<file path="config.mk">
export PLATFORM = sky130hd
export DESIGN_NAME = tmr_regs
export DESIGN_NICKNAME = d
export VERILOG_FILES = /design/src/rtl/tmr_pkg.sv /design/src/rtl/tmr_regs.sv
export SDC_FILE = /design/constraint.sdc
export NUM_CORES = 1
export LEC_CHECK = 0
export BUFFER_PORTS_ARGS = -buffer_cell sky130_fd_sc_hd__buf_2
export CAP_MARGIN = 20
export CORE_ASPECT_RATIO = 1.25
export CORE_MARGIN = 10
export CORE_UTILIZATION = 30
export CTS_BUF_LIST = sky130_fd_sc_hd__clkbuf_8
export DETAILED_ROUTE_END_ITERATION = 8
export PLACE_DENSITY = 0.57
export SKIP_LAST_GASP = 1
export SLEW_MARGIN = 15
export SYNTH_ARGS = -nofsm -noshare
export SYNTH_HDL_FRONTEND = slang
export SYNTH_SLANG_ARGS = --single-unit
export TNS_END_PERCENT = 50
</file>
<file path="constraint.sdc">
create_clock -name clk_i -period 2.9 [get_ports clk_i]
set_input_delay 0.435 -clock clk_i [delete_from_list [all_inputs] [get_ports clk_i]]
set_output_delay 0.435 -clock clk_i [all_outputs]
set_load 0.05 [all_outputs]
</file>
<file path="src/rtl/tmr_pkg.sv">
`default_nettype none

package tmr_pkg;

	////////////////////////////////////////////////////////////////////////////////
	// Clock and counter-domain tick
	localparam int unsigned         CLK_HZ      = 10_000_000;
	localparam logic [3:0]          TICK_DIV    = 4'h4;

	////////////////////////////////////////////////////////////////////////////////
	// Register indices; byte address is four times the index
	localparam logic [7:0]          IDX_CTRL    = 8'h00;
	localparam logic [7:0]          IDX_IEC     = 8'h0c;
	localparam logic [7:0]          IDX_IES     = 8'h0d;
	localparam logic [7:0]          IDX_FLG     = 8'h0e;
	localparam logic [7:0]          IDX_STS     = 8'h0f;
	localparam logic [7:0]          IDX_CNT     = 8'h10;
	localparam logic [7:0]          IDX_PER     = 8'h14;
	localparam logic [7:0]          IDX_CC0     = 8'h18;
	localparam logic [7:0]          IDX_CC1     = 8'h19;

	////////////////////////////////////////////////////////////////////////////////
	// Interrupt enable / flag layout
	localparam int unsigned         BIT_OVF     = 0;
	localparam int unsigned         BIT_ERR     = 1;
	localparam int unsigned         BIT_SYNC    = 3;
	localparam int unsigned         BIT_MC0     = 4;
	localparam logic [7:0]          IRQ_MASK    = 8'h3b;

	// Status layout
	localparam int unsigned         STS_BUSY    = 7;
	localparam int unsigned         STS_SLAVE   = 4;
	localparam int unsigned         STS_STOP    = 3;
	localparam logic [7:0]          STS_RESET   = 8'h08;

	// Control layout
	localparam int unsigned         CTL_EN      = 0;
	localparam int unsigned         CTL_WIDE    = 1;
	localparam int unsigned         CTL_SINGLE_RUN_OPTION = 2;
	localparam int unsigned         CTL_CPT0    = 4;
	localparam int unsigned         CTL_STOP    = 6;
	localparam int unsigned         CTL_RETRIG  = 7;

	localparam logic [15:0]         PER_RESET   = 16'hffff;
	localparam logic [1:0]          RESP_OKAY   = 2'h0;
	localparam logic [1:0]          RESP_SLVERR = 2'h2;

	////////////////////////////////////////////////////////////////////////////////
	// Bus carriers
	typedef struct packed {
		logic                       awvalid;
		logic [9:0]                 awaddr;
		logic                       wvalid;
		logic [31:0]                wdata;
		logic [3:0]                 wstrb;
		logic                       bready;
		logic                       arvalid;
		logic [9:0]                 araddr;
		logic                       rready;
	} tmr_axi_req_t;

	typedef struct packed {
		logic                       awready;
		logic                       wready;
		logic                       bvalid;
		logic [1:0]                 bresp;
		logic                       arready;
		logic                       rvalid;
		logic [31:0]                rdata;
		logic [1:0]                 rresp;
	} tmr_axi_rsp_t;

	typedef enum logic [0:0] {
		TMR_RUN  = 1'b0,
		TMR_HALT = 1'b1
	} tmr_run_t;

	typedef struct packed {
		tmr_axi_rsp_t               rsp;
		logic                       aw_have;
		logic [9:0]                 aw_addr;
		logic                       w_have;
		logic [31:0]                w_data;
		logic [3:0]                 w_strb;
		logic [7:0]                 ctrl;
		logic [7:0]                 ien;
		logic [7:0]                 flags;
		tmr_run_t                   run;
		logic                       slave;
		logic [3:0]                 div;
		logic [15:0]                count;
		logic [15:0]                per;
		logic [1:0][15:0]           cc;
		logic                       sync_pend;
		logic [15:0]                cnt_wval;
		logic                       ovf_pend;
		logic                       err_pend;
		logic [1:0]                 mc_pend;
		logic [1:0]                 cap_req;
		logic                       irq;
	} tmr_state_t;

endpackage : tmr_pkg

`default_nettype wire

</file>
<file path="src/rtl/tmr_regs.sv">
// The implementer's own choice: the AXI4-Lite slave port.
`default_nettype none

////////////////////////////////////////////////////////////////////////////////
module tmr_regs #(
	parameter logic                 IS_SLAVE = 1'b0
) (
	input  wire logic               clk_i,
	input  wire logic               reset_n_i,
	input  wire tmr_pkg::tmr_axi_req_t axi_req_i,
	output var  tmr_pkg::tmr_axi_rsp_t axi_rsp_o,
	input  wire logic               guard_lock_i,
	input  wire logic               master_wide_i,
	input  wire logic [1:0]         capture_event_i,
	output logic                    irq_o,
	output logic [15:0]             count_o,
	output logic                    stopped_o
);

	tmr_pkg::tmr_state_t            s_q;
	tmr_pkg::tmr_state_t            s_d;

	function automatic logic hit(input logic [9:0] addr, input logic [7:0] idx);
		hit = (addr[9:2] == idx);
	endfunction : hit

	function automatic logic mapped(input logic [9:0] addr);
		mapped = hit(addr, tmr_pkg::IDX_CTRL) || hit(addr, tmr_pkg::IDX_IEC)
			|| hit(addr, tmr_pkg::IDX_IES) || hit(addr, tmr_pkg::IDX_FLG)
			|| hit(addr, tmr_pkg::IDX_STS) || hit(addr, tmr_pkg::IDX_CNT)
			|| hit(addr, tmr_pkg::IDX_PER) || hit(addr, tmr_pkg::IDX_CC0)
			|| hit(addr, tmr_pkg::IDX_CC1);
	endfunction : mapped

	////////////////////////////////////////////////////////////////////////////////
	// Next-state logic
	always_comb begin
		logic        wr_fire;
		logic        tick;
		logic        wide;
		logic [15:0] mask;
		logic [15:0] top;
		logic [7:0]  flg_clr;
		logic [7:0]  flg_set;
		logic [7:0]  wb;
		logic [7:0]  rb;
		logic [31:0] rd;
		wr_fire = 1'b0;
		tick    = 1'b0;
		wide    = 1'b0;
		mask    = 16'h0000;
		top     = 16'h0000;
		flg_clr = 8'h00;
		flg_set = 8'h00;
		wb      = 8'h00;
		rb      = 8'h00;
		rd      = 32'h0000_0000;
		s_d     = s_q;

		wide = s_q.ctrl[tmr_pkg::CTL_WIDE];
		mask = wide ? 16'hffff : 16'h00ff;
		top  = s_q.per & mask;

		// Counter-domain tick from the divider
		tick = (s_q.div == (tmr_pkg::TICK_DIV - 4'h1));
		s_d.div = tick ? 4'h0 : s_q.div + 4'h1;

		// Capture requests wait for the next tick
		s_d.cap_req = s_q.cap_req | (capture_event_i & s_q.ctrl[tmr_pkg::CTL_CPT0 +: 2]);

		//////////////////////////////////////////////////////////////////////////
		// Write channel
		if (axi_req_i.awvalid && s_q.rsp.awready) begin
			s_d.aw_have = 1'b1;
			s_d.aw_addr = axi_req_i.awaddr;
		end
		if (axi_req_i.wvalid && s_q.rsp.wready) begin
			s_d.w_have = 1'b1;
			s_d.w_data = axi_req_i.wdata;
			s_d.w_strb = axi_req_i.wstrb;
		end
		if (s_q.rsp.bvalid && axi_req_i.bready) begin
			s_d.rsp.bvalid = 1'b0;
		end
		wr_fire = s_d.aw_have && s_d.w_have && !s_d.rsp.bvalid;
		wb = s_d.w_strb[0] ? s_d.w_data[7:0] : 8'h00;

		if (wr_fire) begin
			s_d.aw_have    = 1'b0;
			s_d.w_have     = 1'b0;
			s_d.rsp.bvalid = 1'b1;
			s_d.rsp.bresp  = mapped(s_d.aw_addr) ? tmr_pkg::RESP_OKAY
				: tmr_pkg::RESP_SLVERR;
			// Guarded registers ignore writes while locked
			if (!guard_lock_i) begin
				if (hit(s_d.aw_addr, tmr_pkg::IDX_IEC)) begin
					s_d.ien = s_q.ien & ~(wb & tmr_pkg::IRQ_MASK);
				end
				if (hit(s_d.aw_addr, tmr_pkg::IDX_IES)) begin
					s_d.ien = s_q.ien | (wb & tmr_pkg::IRQ_MASK);
				end
				if (hit(s_d.aw_addr, tmr_pkg::IDX_CTRL) && s_d.w_strb[0]) begin
					s_d.ctrl = {2'b00, wb[5:0]};
					if (!wb[tmr_pkg::CTL_EN] || wb[tmr_pkg::CTL_STOP]) begin
						s_d.run = tmr_pkg::TMR_HALT;
					end else if (!s_q.ctrl[tmr_pkg::CTL_EN] || wb[tmr_pkg::CTL_RETRIG]) begin
						s_d.run   = tmr_pkg::TMR_RUN;
						s_d.count = wb[tmr_pkg::CTL_RETRIG] ? 16'h0000 : s_q.count;
					end
				end
				if (hit(s_d.aw_addr, tmr_pkg::IDX_CNT)) begin
					// Count write crosses to the counter domain at the next tick
					s_d.sync_pend = 1'b1;
					s_d.cnt_wval  = {s_d.w_strb[1] ? s_d.w_data[15:8] : s_q.count[15:8],
						s_d.w_strb[0] ? s_d.w_data[7:0] : s_q.count[7:0]};
				end
			end
			if (hit(s_d.aw_addr, tmr_pkg::IDX_FLG)) begin
				flg_clr = wb & tmr_pkg::IRQ_MASK;
			end
			if (hit(s_d.aw_addr, tmr_pkg::IDX_PER)) begin
				if (s_d.w_strb[0]) s_d.per[7:0] = s_d.w_data[7:0];
				if (s_d.w_strb[1]) s_d.per[15:8] = s_d.w_data[15:8];
			end
			for (int i = 0; i < 2; i++) begin
				if (hit(s_d.aw_addr, tmr_pkg::IDX_CC0 + 8'(i))) begin
					if (s_d.w_strb[0]) s_d.cc[i][7:0] = s_d.w_data[7:0];
					if (s_d.w_strb[1]) s_d.cc[i][15:8] = s_d.w_data[15:8];
				end
			end
		end
		s_d.rsp.awready = !s_d.aw_have && !s_d.rsp.bvalid;
		s_d.rsp.wready  = !s_d.w_have && !s_d.rsp.bvalid;

		//////////////////////////////////////////////////////////////////////////
		// Read channel
		if (s_q.rsp.rvalid && axi_req_i.rready) begin
			s_d.rsp.rvalid = 1'b0;
		end
		if (axi_req_i.arvalid && s_q.rsp.arready) begin
			rb = 8'h00;
			if (hit(axi_req_i.araddr, tmr_pkg::IDX_CTRL)) rb = s_q.ctrl;
			if (hit(axi_req_i.araddr, tmr_pkg::IDX_IEC)) rb = s_q.ien;
			if (hit(axi_req_i.araddr, tmr_pkg::IDX_IES)) rb = s_q.ien;
			if (hit(axi_req_i.araddr, tmr_pkg::IDX_FLG)) rb = s_q.flags;
			if (hit(axi_req_i.araddr, tmr_pkg::IDX_STS)) begin
				rb[tmr_pkg::STS_BUSY]  = s_q.sync_pend;
				rb[tmr_pkg::STS_SLAVE] = s_q.slave;
				rb[tmr_pkg::STS_STOP]  = (s_q.run == tmr_pkg::TMR_HALT);
			end
			rd = {24'h00_0000, rb};
			if (hit(axi_req_i.araddr, tmr_pkg::IDX_CNT)) rd = {16'h0000, s_q.count & mask};
			if (hit(axi_req_i.araddr, tmr_pkg::IDX_PER)) rd = {16'h0000, s_q.per & mask};
			for (int i = 0; i < 2; i++) begin
				if (hit(axi_req_i.araddr, tmr_pkg::IDX_CC0 + 8'(i))) begin
					rd = {16'h0000, s_q.cc[i] & mask};
					// Reading a captured value frees its slot
					if (s_q.ctrl[tmr_pkg::CTL_CPT0 + i]) begin
						flg_clr[tmr_pkg::BIT_MC0 + i] = 1'b1;
					end
				end
			end
			s_d.rsp.rvalid = 1'b1;
			s_d.rsp.rdata  = rd;
			s_d.rsp.rresp  = mapped(axi_req_i.araddr) ? tmr_pkg::RESP_OKAY
				: tmr_pkg::RESP_SLVERR;
		end
		s_d.rsp.arready = !s_d.rsp.rvalid;

		//////////////////////////////////////////////////////////////////////////
		// Counter domain, advanced once per tick
		if (tick) begin
			// Events seen on the previous tick land as flags now
			flg_set[tmr_pkg::BIT_OVF] = s_q.ovf_pend;
			flg_set[tmr_pkg::BIT_ERR] = s_q.err_pend;
			flg_set[tmr_pkg::BIT_MC0 +: 2] = s_q.mc_pend;
			s_d.ovf_pend = 1'b0;
			s_d.err_pend = 1'b0;
			s_d.mc_pend  = 2'b00;

			if (s_q.sync_pend) begin
				s_d.count     = s_q.cnt_wval & mask;
				s_d.sync_pend = 1'b0;
				flg_set[tmr_pkg::BIT_SYNC] = 1'b1;
			end else if (s_q.run == tmr_pkg::TMR_RUN) begin
				if ((s_q.count & mask) == top) begin
					s_d.count    = 16'h0000;
					s_d.ovf_pend = 1'b1;
					if (s_q.ctrl[tmr_pkg::CTL_SINGLE_RUN_OPTION]) begin
						s_d.run = tmr_pkg::TMR_HALT;
					end
				end else begin
					s_d.count = (s_q.count + 16'h0001) & mask;
				end
			end

			for (int i = 0; i < 2; i++) begin
				if (s_q.ctrl[tmr_pkg::CTL_CPT0 + i]) begin
					if (s_q.cap_req[i]) begin
						// No room for a second capture while the flag stands
						if (s_q.flags[tmr_pkg::BIT_MC0 + i]) begin
							s_d.err_pend = 1'b1;
						end else begin
							s_d.cc[i]      = s_q.count & mask;
							s_d.mc_pend[i] = 1'b1;
						end
					end
				end else if (s_q.run == tmr_pkg::TMR_RUN
					&& (s_q.count & mask) == (s_q.cc[i] & mask)) begin
					s_d.mc_pend[i] = 1'b1;
				end
			end
			s_d.cap_req = capture_event_i & s_q.ctrl[tmr_pkg::CTL_CPT0 +: 2];
		end

		// Hardware set wins over software clear
		s_d.flags = ((s_q.flags & ~flg_clr) | flg_set) & tmr_pkg::IRQ_MASK;
		s_d.slave = IS_SLAVE & master_wide_i;
		s_d.irq   = |(s_d.flags & s_d.ien);
	end

	////////////////////////////////////////////////////////////////////////////////
	// State register
	always_ff @(posedge clk_i or negedge reset_n_i) begin
		if (!reset_n_i) begin
			s_q       <= '0;
			s_q.run   <= tmr_pkg::TMR_HALT;
			s_q.per   <= tmr_pkg::PER_RESET;
		end else begin
			s_q <= s_d;
		end
	end

	assign axi_rsp_o = s_q.rsp;
	assign irq_o     = s_q.irq;
	assign count_o   = s_q.count;
	assign stopped_o = (s_q.run == tmr_pkg::TMR_HALT);

endmodule : tmr_regs

`default_nettype wire

</file>
Word level (Yosys, flattened, before mapping)

Index checks and enable logic that the tools add are counted.

Output and inout bits: 59
Logic and storage cells: 211
Register bits after elaboration: 201

Equality and inequality tests: 20
Reductions and logical operators: 44
Mux-type cells: 95
Bitwise logic cells: 17
Add/sub/neg operators: 2

Operators with widths:

| kind                                          | count |
|---|---|
| two-way mux 16 bit                            | 20 |
| two-way mux 8 bit                             | 16 |
| bitwise AND 16 bit                            | 6 |
| two-way mux 32 bit                            | 3 |
| two-way mux 81 bit                            | 1 |
| == test 8 x 4 -> 1 bit, second input constant | 8 |
| == test 8 x 5 -> 1 bit, second input constant | 8 |
| == test 16 bit                                | 3 |
| two-way mux 37 bit                            | 1 |
| two-way mux 1 bit                             | 36 |
| two-way mux 35 bit                            | 1 |
| two-way mux 17 bit                            | 2 |
| two-way mux 33 bit                            | 1 |
| logical OR 1 bit                              | 18 |
| two-way mux 6 bit                             | 3 |
| adder 16 x 1 -> 16 bit, second input constant | 1 |
| logical NOT 8 bit                             | 2 |
| two-way mux 2 bit                             | 7 |
| logical AND 1 bit                             | 12 |
| AND reduction 3 bit                           | 4 |
| two-way mux 11 bit                            | 1 |
| bitwise AND 6 x 8 -> 8 bit                    | 1 |
| bitwise AND 8 bit                             | 1 |
| inverter 6 -> 8 bit                           | 1 |
| other kinds (13)                              | 21 |

Longest topological paths before layout

Gate-level depths: netlist of the first run.

Word-level depth: 15
Mapped depth: 10
Gate-level depth less buffers: 8

Least setup slack after synthesis of the first run

Ideal clock, no wire load.

Path type: input port to flip-flop
From: in axi_req_i[60] (netlist name)
To: reg s_q, in the netlist count_o[12]
Path slack: 0.593 ns
Required time: 2.759 ns
Library setup time: 0.141 ns
Arrival: 2.166 ns
Stages: 9
Cell sequence: buf_6 and2_4 buf_6 mux2i_4 or3b_4 nor3_4 a21boi_2 a32oi_1 o311ai_1

RTL lines:

| item            | RTL line       | RTL |
|---|---|---|
| start, declared | tmr_regs.sv:10 | `input wire tmr_pkg::tmr_axi_req_t axi_req_i,` |
| end, declared   | tmr_regs.sv:20 | `tmr_pkg::tmr_state_t s_q;` |

==> implementation parameters, run 1 <==
Parameter                              Value

Die
  Initial standard-cell utilization of the core    a little under a third
  Placeable core area    29,400 sq um
  Count of standard-cell rows    70
  Die footprint    between 30,000 and 40,000 sq um
  Number of primary I/O pins    ~130
  Width of the die    175 um
  Die Ht    213 um

Power and ir drop
  Clock power share    roughly a fifth
  Leakage power of the design    between 4 and 5 nW
  Combinational cell fraction of total power    between 40% and 50%
  Power per Cell Area    836 nW/um^2
  Net switching fraction of the power    a little over two fifths
  Fraction of power consumed by sequential logic    approximately two fifths
  Internal power contribution    about 0.0048 W
  Net switching power of the design    roughly 0.0037 W
  Worst-case vdd ir drop    roughly 330 uV

GRT
  Total congestion overflow after global routing    0
  Pin count of the biggest net entering global routing    78
  First-pass GRT wire length    44.1 mm
  Vias in the first global route    ~7,600
  Global-route usage over all layers    15.1%
  Initial antenna violation count    2

Placed design
  Count of buffers from port buffering    between 80 and 90
  Detailed-placement wirelength estimate    21.0 mm
  Last weighted congestion value of the routability-driven placer    just under 0.9
  Cell count after placement    ~1,400
  Worst-case setup slack after placement    slightly above 0.2 ns

STA
  Minimum hold slack    -0.0366 ns
  Final period demand of the worst path    2.56 ns
  Final count of negative-setup-slack endpoints    0
  Maximum clock frequency    391 MHz
  Post-route clock skew    0.0166 ns
  Headroom to the max-slew limit    a little over two fifths
  Slew Limit Fails    0
  Setup repair after global routing missed its margin    no
  Pin slew with the least headroom to its limit    between 0.8 and 0.9 ns
  Final worst path period share    88.2%
  Setup WS post-layout    roughly 0.34 ns
  Hold Fails Final Rpt    7
  Setup TNS    0 ns

Routing
  WL per Instance    between 15 and 20 um
  Vias after detailed routing    7,348
  DRC violation total after the first TritonRoute iteration    between 500 and 600
  Aggregate routed wire length    around 28 mm
  Initial DRT Pass Iterations    7
  Residual antenna-violating net count after detailed routing    0
  DRC violations left    0
  Via count normalized by instance count    slightly above 5

Layout
  Storage cell area    about 4000 sq um
  Fraction of layout instances using a drive strength above 1    a little over a fifth
  Count of non-filler cells in the finished layout    1,444
  Area of the multi-input gates    4250 sq um
  Number of nets in the layout    1,103
  Number of filler instances in the final layout    approximately 3,100
  End-of-flow core utilization    around a third
  Synth-to-layout area growth    12.9%

Min path
  Hold Path Class    in -> async

Critical path
  Worst Path Max Fanout    11
  Critical path's largest stage delay    ~0.45 ns
  Data required time at the worst endpoint    ~3.3 ns
  Most frequent cell on the critical path    sky130_fd_sc_hd__buf_4
  Cells along the critical path    buf_4, a211o_1, a22oi_1, nand4_1, buf_4, or3_1, o21ai_0, a222oi_1, nand2_1
  Critical setup path kind    reg -> reg
  Critical-path cell with the highest stage delay    sky130_fd_sc_hd__dfrtp_1
  Critical path launch point type    flip-flop
  Worst Setup End Kind    flip-flop
  CP Data Arrival Time    about 3.0 ns

CTS
  Clock Tree Buf Depth    2
  Total clock buffers created by CTS    17
  Number of H-tree levels    4
  Clock transition time at the flip-flop clock pins of the worst setup and hold paths    around 0.10 ns
  Resized cells post-CTS    0
  Number of clock sinks seen by CTS    160
  Clock tree from TritonCTS    yes
  Insertion delay of the later-clocked pin in the worst-skew pair    0.47 ns
  Post-CTS Repair Setup Buffers    0
  Post-CTS Hold Fix Bufs    0
  Root buffer selected by CTS    sky130_fd_sc_hd__clkbuf_8

Synthesis
  Synthesized area    ~9000 sq um
  Post-synthesis cell type count    70
  Top flip-flop cell by instance count after synthesis    sky130_fd_sc_hd__dfrtp_1
  Post-synthesis instance total    about 970
  Number of enable flip-flop cells after synthesis    0
  Yosys synthesis warning count    0
  Async SR Flop Fraction    100%
  Post-synthesis sequential area ratio    about 45%
  Synthesized area per cell    9.22 sq um
  Total of flip-flops plus latches after synthesis    160

Run
  Max-cap check violation count    0

Run status
  Violated checks    hold timing
  Outcome    finished with violations
==> metrics by stage <==
| stage | instance area, sq um | total power, W |
|---|---|---|
| floorplan | 9040 | 0.00567 |
| global placement | 9720 | 0.00669 |
| detailed placement | 9720 | 0.00673 |
| CTS | 10100 | 0.00855 |
| global route | 10100 | 0.00898 |
| finish | 10100 | 0.00848 |
==> metal layers <==
metal / up-vias / global-route usage [%] / wire length, um
met4: 2 / 6.32 / 914
met5: - / 0 / 7
li1: 3493 / - / -
met1: 3569 / 18.5 / 11800
met3: 51 / 2.94 / 1380
met2: 233 / 25.4 / 13800
==> Yosys cell counts, types with 12 or more instances <==
| master | number | area [sq um] |
|---|---|---|
| sky130_fd_sc_hd__a221oi_1 | 12 | 105 |
| sky130_fd_sc_hd__a21oi_1 | 27 | 135 |
| sky130_fd_sc_hd__clkbuf_1 | 45 | 169 |
| sky130_fd_sc_hd__nor2_1 | 36 | 135 |
| sky130_fd_sc_hd__dfrtp_1 | 143 | 3580 |
| sky130_fd_sc_hd__nand2_1 | 140 | 526 |
| sky130_fd_sc_hd__xor2_1 | 21 | 184 |
| sky130_fd_sc_hd__inv_1 | 26 | 97.6 |
| sky130_fd_sc_hd__buf_4 | 59 | 443 |
| sky130_fd_sc_hd__o21ai_1 | 18 | 90.1 |
| sky130_fd_sc_hd__nor3_1 | 17 | 85.1 |
| sky130_fd_sc_hd__nand3_1 | 36 | 180 |
| sky130_fd_sc_hd__mux2i_1 | 56 | 561 |
| sky130_fd_sc_hd__o21ai_0 | 113 | 566 |
| sky130_fd_sc_hd__dfstp_2 | 17 | 447 |
| sky130_fd_sc_hd__mux2_2 | 19 | 214 |
| sky130_fd_sc_hd__xnor2_1 | 24 | 210 |
==> power groups by stage <==
| stage | Sequential (W) | Clock [W] | Combinational (W) |
|---|---|---|---|
| after floorplan | 0.00310 | 0 | 0.00257 |
| after global placement | 0.00331 | 0 | 0.00339 |
| after detailed placement | 0.00332 | 0 | 0.00342 |
| after CTS | 0.00328 | 0.00184 | 0.00343 |
| after global routing | 0.00335 | 0.00193 | 0.00370 |
| final | 0.00328 | 0.00179 | 0.00341 |
==> cell families (layout without fill, tap and decap cells) <==
family	after synthesis	count (layout)	share of synthesized area (%)
buffers and inverters	140	196	8.70
adders and majority gates	2	2	0.279
other	1	19	0.0418
AOI/OAI and AO/OA	241	241	16.3
and+or+nand+nor	308	308	16.4
DFF	160	160	44.8
muxes	77	77	9.03
xor gates and xnor gates	45	45	4.39
==> worst max-delay path: cells and delay by family, from the launching register on <==
kind            cells  cell delay [ns]
simple gates        3             0.65
buf+inv             2             0.38
flops               1             0.45
compound gates      4             0.99
==> worst paths after layout <==
| path | slack, ns | from | cells after the start | endpoint |
|---|---|---|---|---|
| hold reg to reg | 0.45 | s_q[165] | 1 | axi_rsp_o[40] |
| hold / removal | -0.04 | reset_n_i | 1 | axi_rsp_o[38] |
| min in group clk_i | 0.16 | axi_req_i[59] | 3 | s_q[164] |
| setup / recovery | 0.34 | axi_rsp_o[40] | 9 | irq_o |
| setup reg to reg | 0.34 | axi_rsp_o[40] | 9 | irq_o |
| max in group asynchronous | 2.06 | reset_n_i | 2 | s_q[16] |
==> placed cells by master (no fill, tap or decap), types with 15 or more instances in the layout <==
| cell | n |
|---|---|
| sky130_fd_sc_hd__dfrtp_1 | 143 |
| sky130_fd_sc_hd__nand2_1 | 140 |
| sky130_fd_sc_hd__o21ai_0 | 113 |
| sky130_fd_sc_hd__buf_2 | 83 |
| sky130_fd_sc_hd__mux2i_1 | 56 |
| sky130_fd_sc_hd__buf_4 | 52 |
| sky130_fd_sc_hd__nand3_1 | 36 |
| sky130_fd_sc_hd__nor2_1 | 36 |
| sky130_fd_sc_hd__a21oi_1 | 27 |
| sky130_fd_sc_hd__inv_1 | 26 |
| sky130_fd_sc_hd__xnor2_1 | 24 |
| sky130_fd_sc_hd__xor2_1 | 21 |
| sky130_fd_sc_hd__mux2_2 | 19 |
| sky130_fd_sc_hd__o21ai_1 | 18 |
| sky130_fd_sc_hd__conb_1 | 18 |
| sky130_fd_sc_hd__clkbuf_8 | 17 |
| sky130_fd_sc_hd__dfstp_2 | 17 |
| sky130_fd_sc_hd__nor3_1 | 15 |
==> layout make-up <==
type	count	area share [%]
clock inverter	15	1.80
clock buffer	17	2.31
tap	396	4.89
timing repair buffer	138	8.45
sequential	160	39.7
antenna	1	0.0247
inverter	26	0.962
multi-input combinational	691	41.9
==> sequential cells by signal, indices dropped and copies added (netlist names) <==
| signal | count |
|---|---|
| s_q | 119 |
| axi_rsp_o | 23 |
| count_o | 16 |
| irq_o | 1 |
| stopped_o | 1 |
No activity file was read; power rests on OpenSTA's default activity.
==> inputs of run 2 (changes only) <==
Settings changed: SKIP_LAST_GASP 1 to not set.
Clock period 2.9 ns to 2.6 ns, I/O delays scaled along.
==> run 2 against run 1 <==
Compared with the run above:
- the run now ends clean
- hold slack gained 0.16 ns
- wire length shrank 0.20%
- fmax grew 5.8%
- critical path depth shrank 2
- sequential power grew 11%
- die area is the same
- sequential cell count is the same
- register-to-register slack lost 0.16 ns
- clock skew grew 0.0018 ns
- utilization grew 0.46 points
- via count grew 0.60%
- non-clock buffer count grew 10
- largest power group unchanged
- highest routed layer is now met4
==> implementation parameters, run 2 (synthesized netlist as in run 1, its figures left out) <==
Parameter                              Value

CTS
  Insertion delay of the later-clocked pin in the worst-skew pair    0.47 ns (about the same)
  Number of clock sinks seen by CTS    160 (unchanged)
  Number of H-tree levels    4 (unchanged)
  Clock Tree Buf Depth    2 (unchanged)
  Total clock buffers created by CTS    17 (unchanged)
  Clock transition time at the flip-flop clock pins of the worst setup and hold paths    0.09 ns (was 0.10 ns)
  Clock tree from TritonCTS    yes (unchanged)
  Root buffer selected by CTS    sky130_fd_sc_hd__clkbuf_8 (unchanged)
  Post-CTS Repair Setup Buffers    0 (unchanged)

Critical path
  Critical path's largest stage delay    0.47 ns (was 0.45 ns)
  Critical setup path kind    reg -> reg (unchanged)
  Top delay family on crit path    simple AND/OR/NAND/NOR gates (was compound AO/OA/AOI/OAI gates)
  Critical path buffer and inverter count    1 (was 2)
  CP Data Arrival Time    2.81 ns (was 2.95 ns)
  Worst Path Max Fanout    9 (was 11)
  Worst Setup End Kind    flip-flop (unchanged)
  Cells along the critical path    and2_4, buf_4, o21ai_0, nand2b_1, nor4_1, nand2_1, mux2_2 (was buf_4, a211o_1, a22oi_1, nand4_1, buf_4, or3_1, o21ai_0, a222oi_1, nand2_1)
  Data required time at the worst endpoint    2.99 ns (was 3.30 ns)
  Critical-path cell with the highest stage delay    sky130_fd_sc_hd__dfrtp_2 (was sky130_fd_sc_hd__dfrtp_1)
  Critical path launch point type    flip-flop (unchanged)

Power and ir drop
  Leakage power of the design    4.38 nW (was 4.28 nW)
  Worst-case vdd ir drop    557 uV (was 329 uV)
  Power per Cell Area    931 nW/um^2 (was 836 nW/um^2)

Die
  Placeable core area    29,400 sq um (unchanged)
  Number of primary I/O pins    126 (unchanged)
  Die footprint    37,300 sq um (unchanged)
  Initial standard-cell utilization of the core    30.5% (unchanged)
  Width of the die    175 um (unchanged)
  Count of standard-cell rows    70 (unchanged)
  Die Ht    213 um (unchanged)

Layout
  Number of nets in the layout    1,113 (was 1,103)
  Area of the multi-input gates    4250 sq um (about the same)
  Largest Register    s_q (unchanged)
  Count of non-filler cells in the finished layout    1,455 (was 1,444)
  Synth-to-layout area growth    14.5% (was 12.9%)
  Fraction of layout instances using a drive strength above 1    21.3% (was 21.1%)
  Most common library cell in the layout ignoring fill and taps    sky130_fd_sc_hd__dfrtp_1 (unchanged)
  Most frequent cells in the layout    142 x sky130_fd_sc_hd__dfrtp_1, 139 x sky130_fd_sc_hd__nand2_1, 113 x sky130_fd_sc_hd__o21ai_0 (was 143 x sky130_fd_sc_hd__dfrtp_1, 140 x sky130_fd_sc_hd__nand2_1, 113 x sky130_fd_sc_hd__o21ai_0)
  Storage cell area    4030 sq um (about the same)
  Flip-flop count of the largest register, all copies and words added    119 (unchanged)
  Number of filler instances in the final layout    3,095 (was 3,109)

STA
  Hold Fails Final Rpt    0 (was 7)
  Maximum clock frequency    414 MHz (was 391 MHz)
  Final worst path period share    92.9% (was 88.2%)
  Final period demand of the worst path    2.42 ns (was 2.56 ns)
  Post-route clock skew    0.0184 ns (was 0.0166 ns)
  Headroom to the max-slew limit    55.2% (was 44.0%)
  Pin slew with the least headroom to its limit    0.653 ns (was 0.817 ns)
  Setup TNS    0 ns (unchanged)
  Slew Limit Fails    0 (unchanged)
  Final count of negative-setup-slack endpoints    0 (unchanged)

Routing
  Vias after detailed routing    7,392 (was 7,348)
  DRC violation total after the first TritonRoute iteration    442 (was 576)
  DRC violations left    0 (unchanged)
  WL per Instance    19.2 um (was 19.4 um)
  Aggregate routed wire length    27.9 mm (about the same)
  Via count normalized by instance count    5.08 (was 5.09)
  Residual antenna-violating net count after detailed routing    0 (unchanged)
  Initial DRT Pass Iterations    4 (was 7)

GRT
  Total congestion overflow after global routing    0 (unchanged)
  Initial antenna violation count    2 (unchanged)
  First-pass GRT wire length    43.5 mm (was 44.1 mm)
  Pin count of the biggest net entering global routing    58 (was 78)
  Vias in the first global route    7,360 (was 7,554)
  Global-route usage over all layers    14.9% (was 15.1%)

Min path
  Hold Path Class    in -> reg (was in -> async)

Run
  Max-cap check violation count    0 (unchanged)

Placed design
  Cell count after placement    1,420 (was 1,411)
  Count of buffers from port buffering    84 (unchanged)
  Last weighted congestion value of the routability-driven placer    0.916 (was 0.874)
  Detailed-placement wirelength estimate    21.0 mm (about the same)

Run status
  Outcome    finished, final reports clean (was finished with violations)
run 2: changes by cell type in the layout (fill, tap and decap cells not counted), sizes merged:
cell,previous run,this run
buf,138,147
clkinv,5,1
clkbuf,17,20
clkinvlp,2,0
inv,31,33
bufinv,3,4
diode,1,2
dlygate4sd3,0,1
run 2: final timing paths:
path	startpoint	endpoint	slack [ns]	depth (start not counted)
min in group asynchronous	reset_n_i	axi_rsp_o[40]	0.45	2
setup / recovery	axi_rsp_o[40]	s_q[65]	0.18	7
setup reg to reg	axi_rsp_o[40]	s_q[65]	0.18	7
hold / removal	axi_req_i[59]	s_q[164]	0.13	3
hold reg to reg	s_q[165]	axi_rsp_o[40]	0.45	1
max in group asynchronous	reset_n_i	s_q[71]	1.40	3
run 2: timing repair:
action	in CTS	in global routing
setup endpoints to repair	0	18
hold buffers	1	0
gates resized for setup	0	2
endpoints found under the hold margin	54	0
run 2: layout make-up:
| cell class | count | area share, % |
|---|---|---|
| Sequential cell | 160 | 39.2 |
| Clock buffer | 20 | 2.68 |
| Inverter | 26 | 0.950 |
| Clock inverter | 12 | 1.51 |
| Multi-Input combinational cell | 691 | 41.3 |
| Antenna cell | 2 | 0.0487 |
| Timing Repair Buffer | 148 | 9.46 |
| Tap cell | 396 | 4.82 |
run 2: worst min-delay path, stage by stage:
cell and delay (ns):
sky130_fd_sc_hd__buf_2 0.08, sky130_fd_sc_hd__nand2_1 0.04, sky130_fd_sc_hd__nand2_1 0.05
run 2: through the flow:
step / utilization [%] / worst slack (ns) / cell area (sq um) / power [W] / hold WS, ns
2_1_floorplan: - / 0.338 / 9040 / 0.00632 / 0.0944
3_3_place_gp: 33.4 / 0.0805 / 9830 / 0.00757 / 0.403
3_5_place_dp: 33.4 / 0.0733 / 9830 / 0.00761 / 0.410
4_1_cts: 34.9 / 0.170 / 10300 / 0.00965 / 0.107
5_1_grt: 34.9 / -0.000574 / 10300 / 0.0101 / 0.111
6_report: 34.9 / 0.183 / 10300 / 0.00957 / 0.125
run 2: where the power goes:
part           switching, W  internal (W)
clock network      0.000920       0.00110
logic               0.00255       0.00135
registers          0.000549       0.00310
run 2: layer usage:
layer	vias up	GRT usage, %	share of wire, %
met5	-	0	0
met4	0	4.74	2.2
met3	33	3.17	5.4
met2	226	25.4	50
met1	3606	18.5	42
li1	3527	-	-
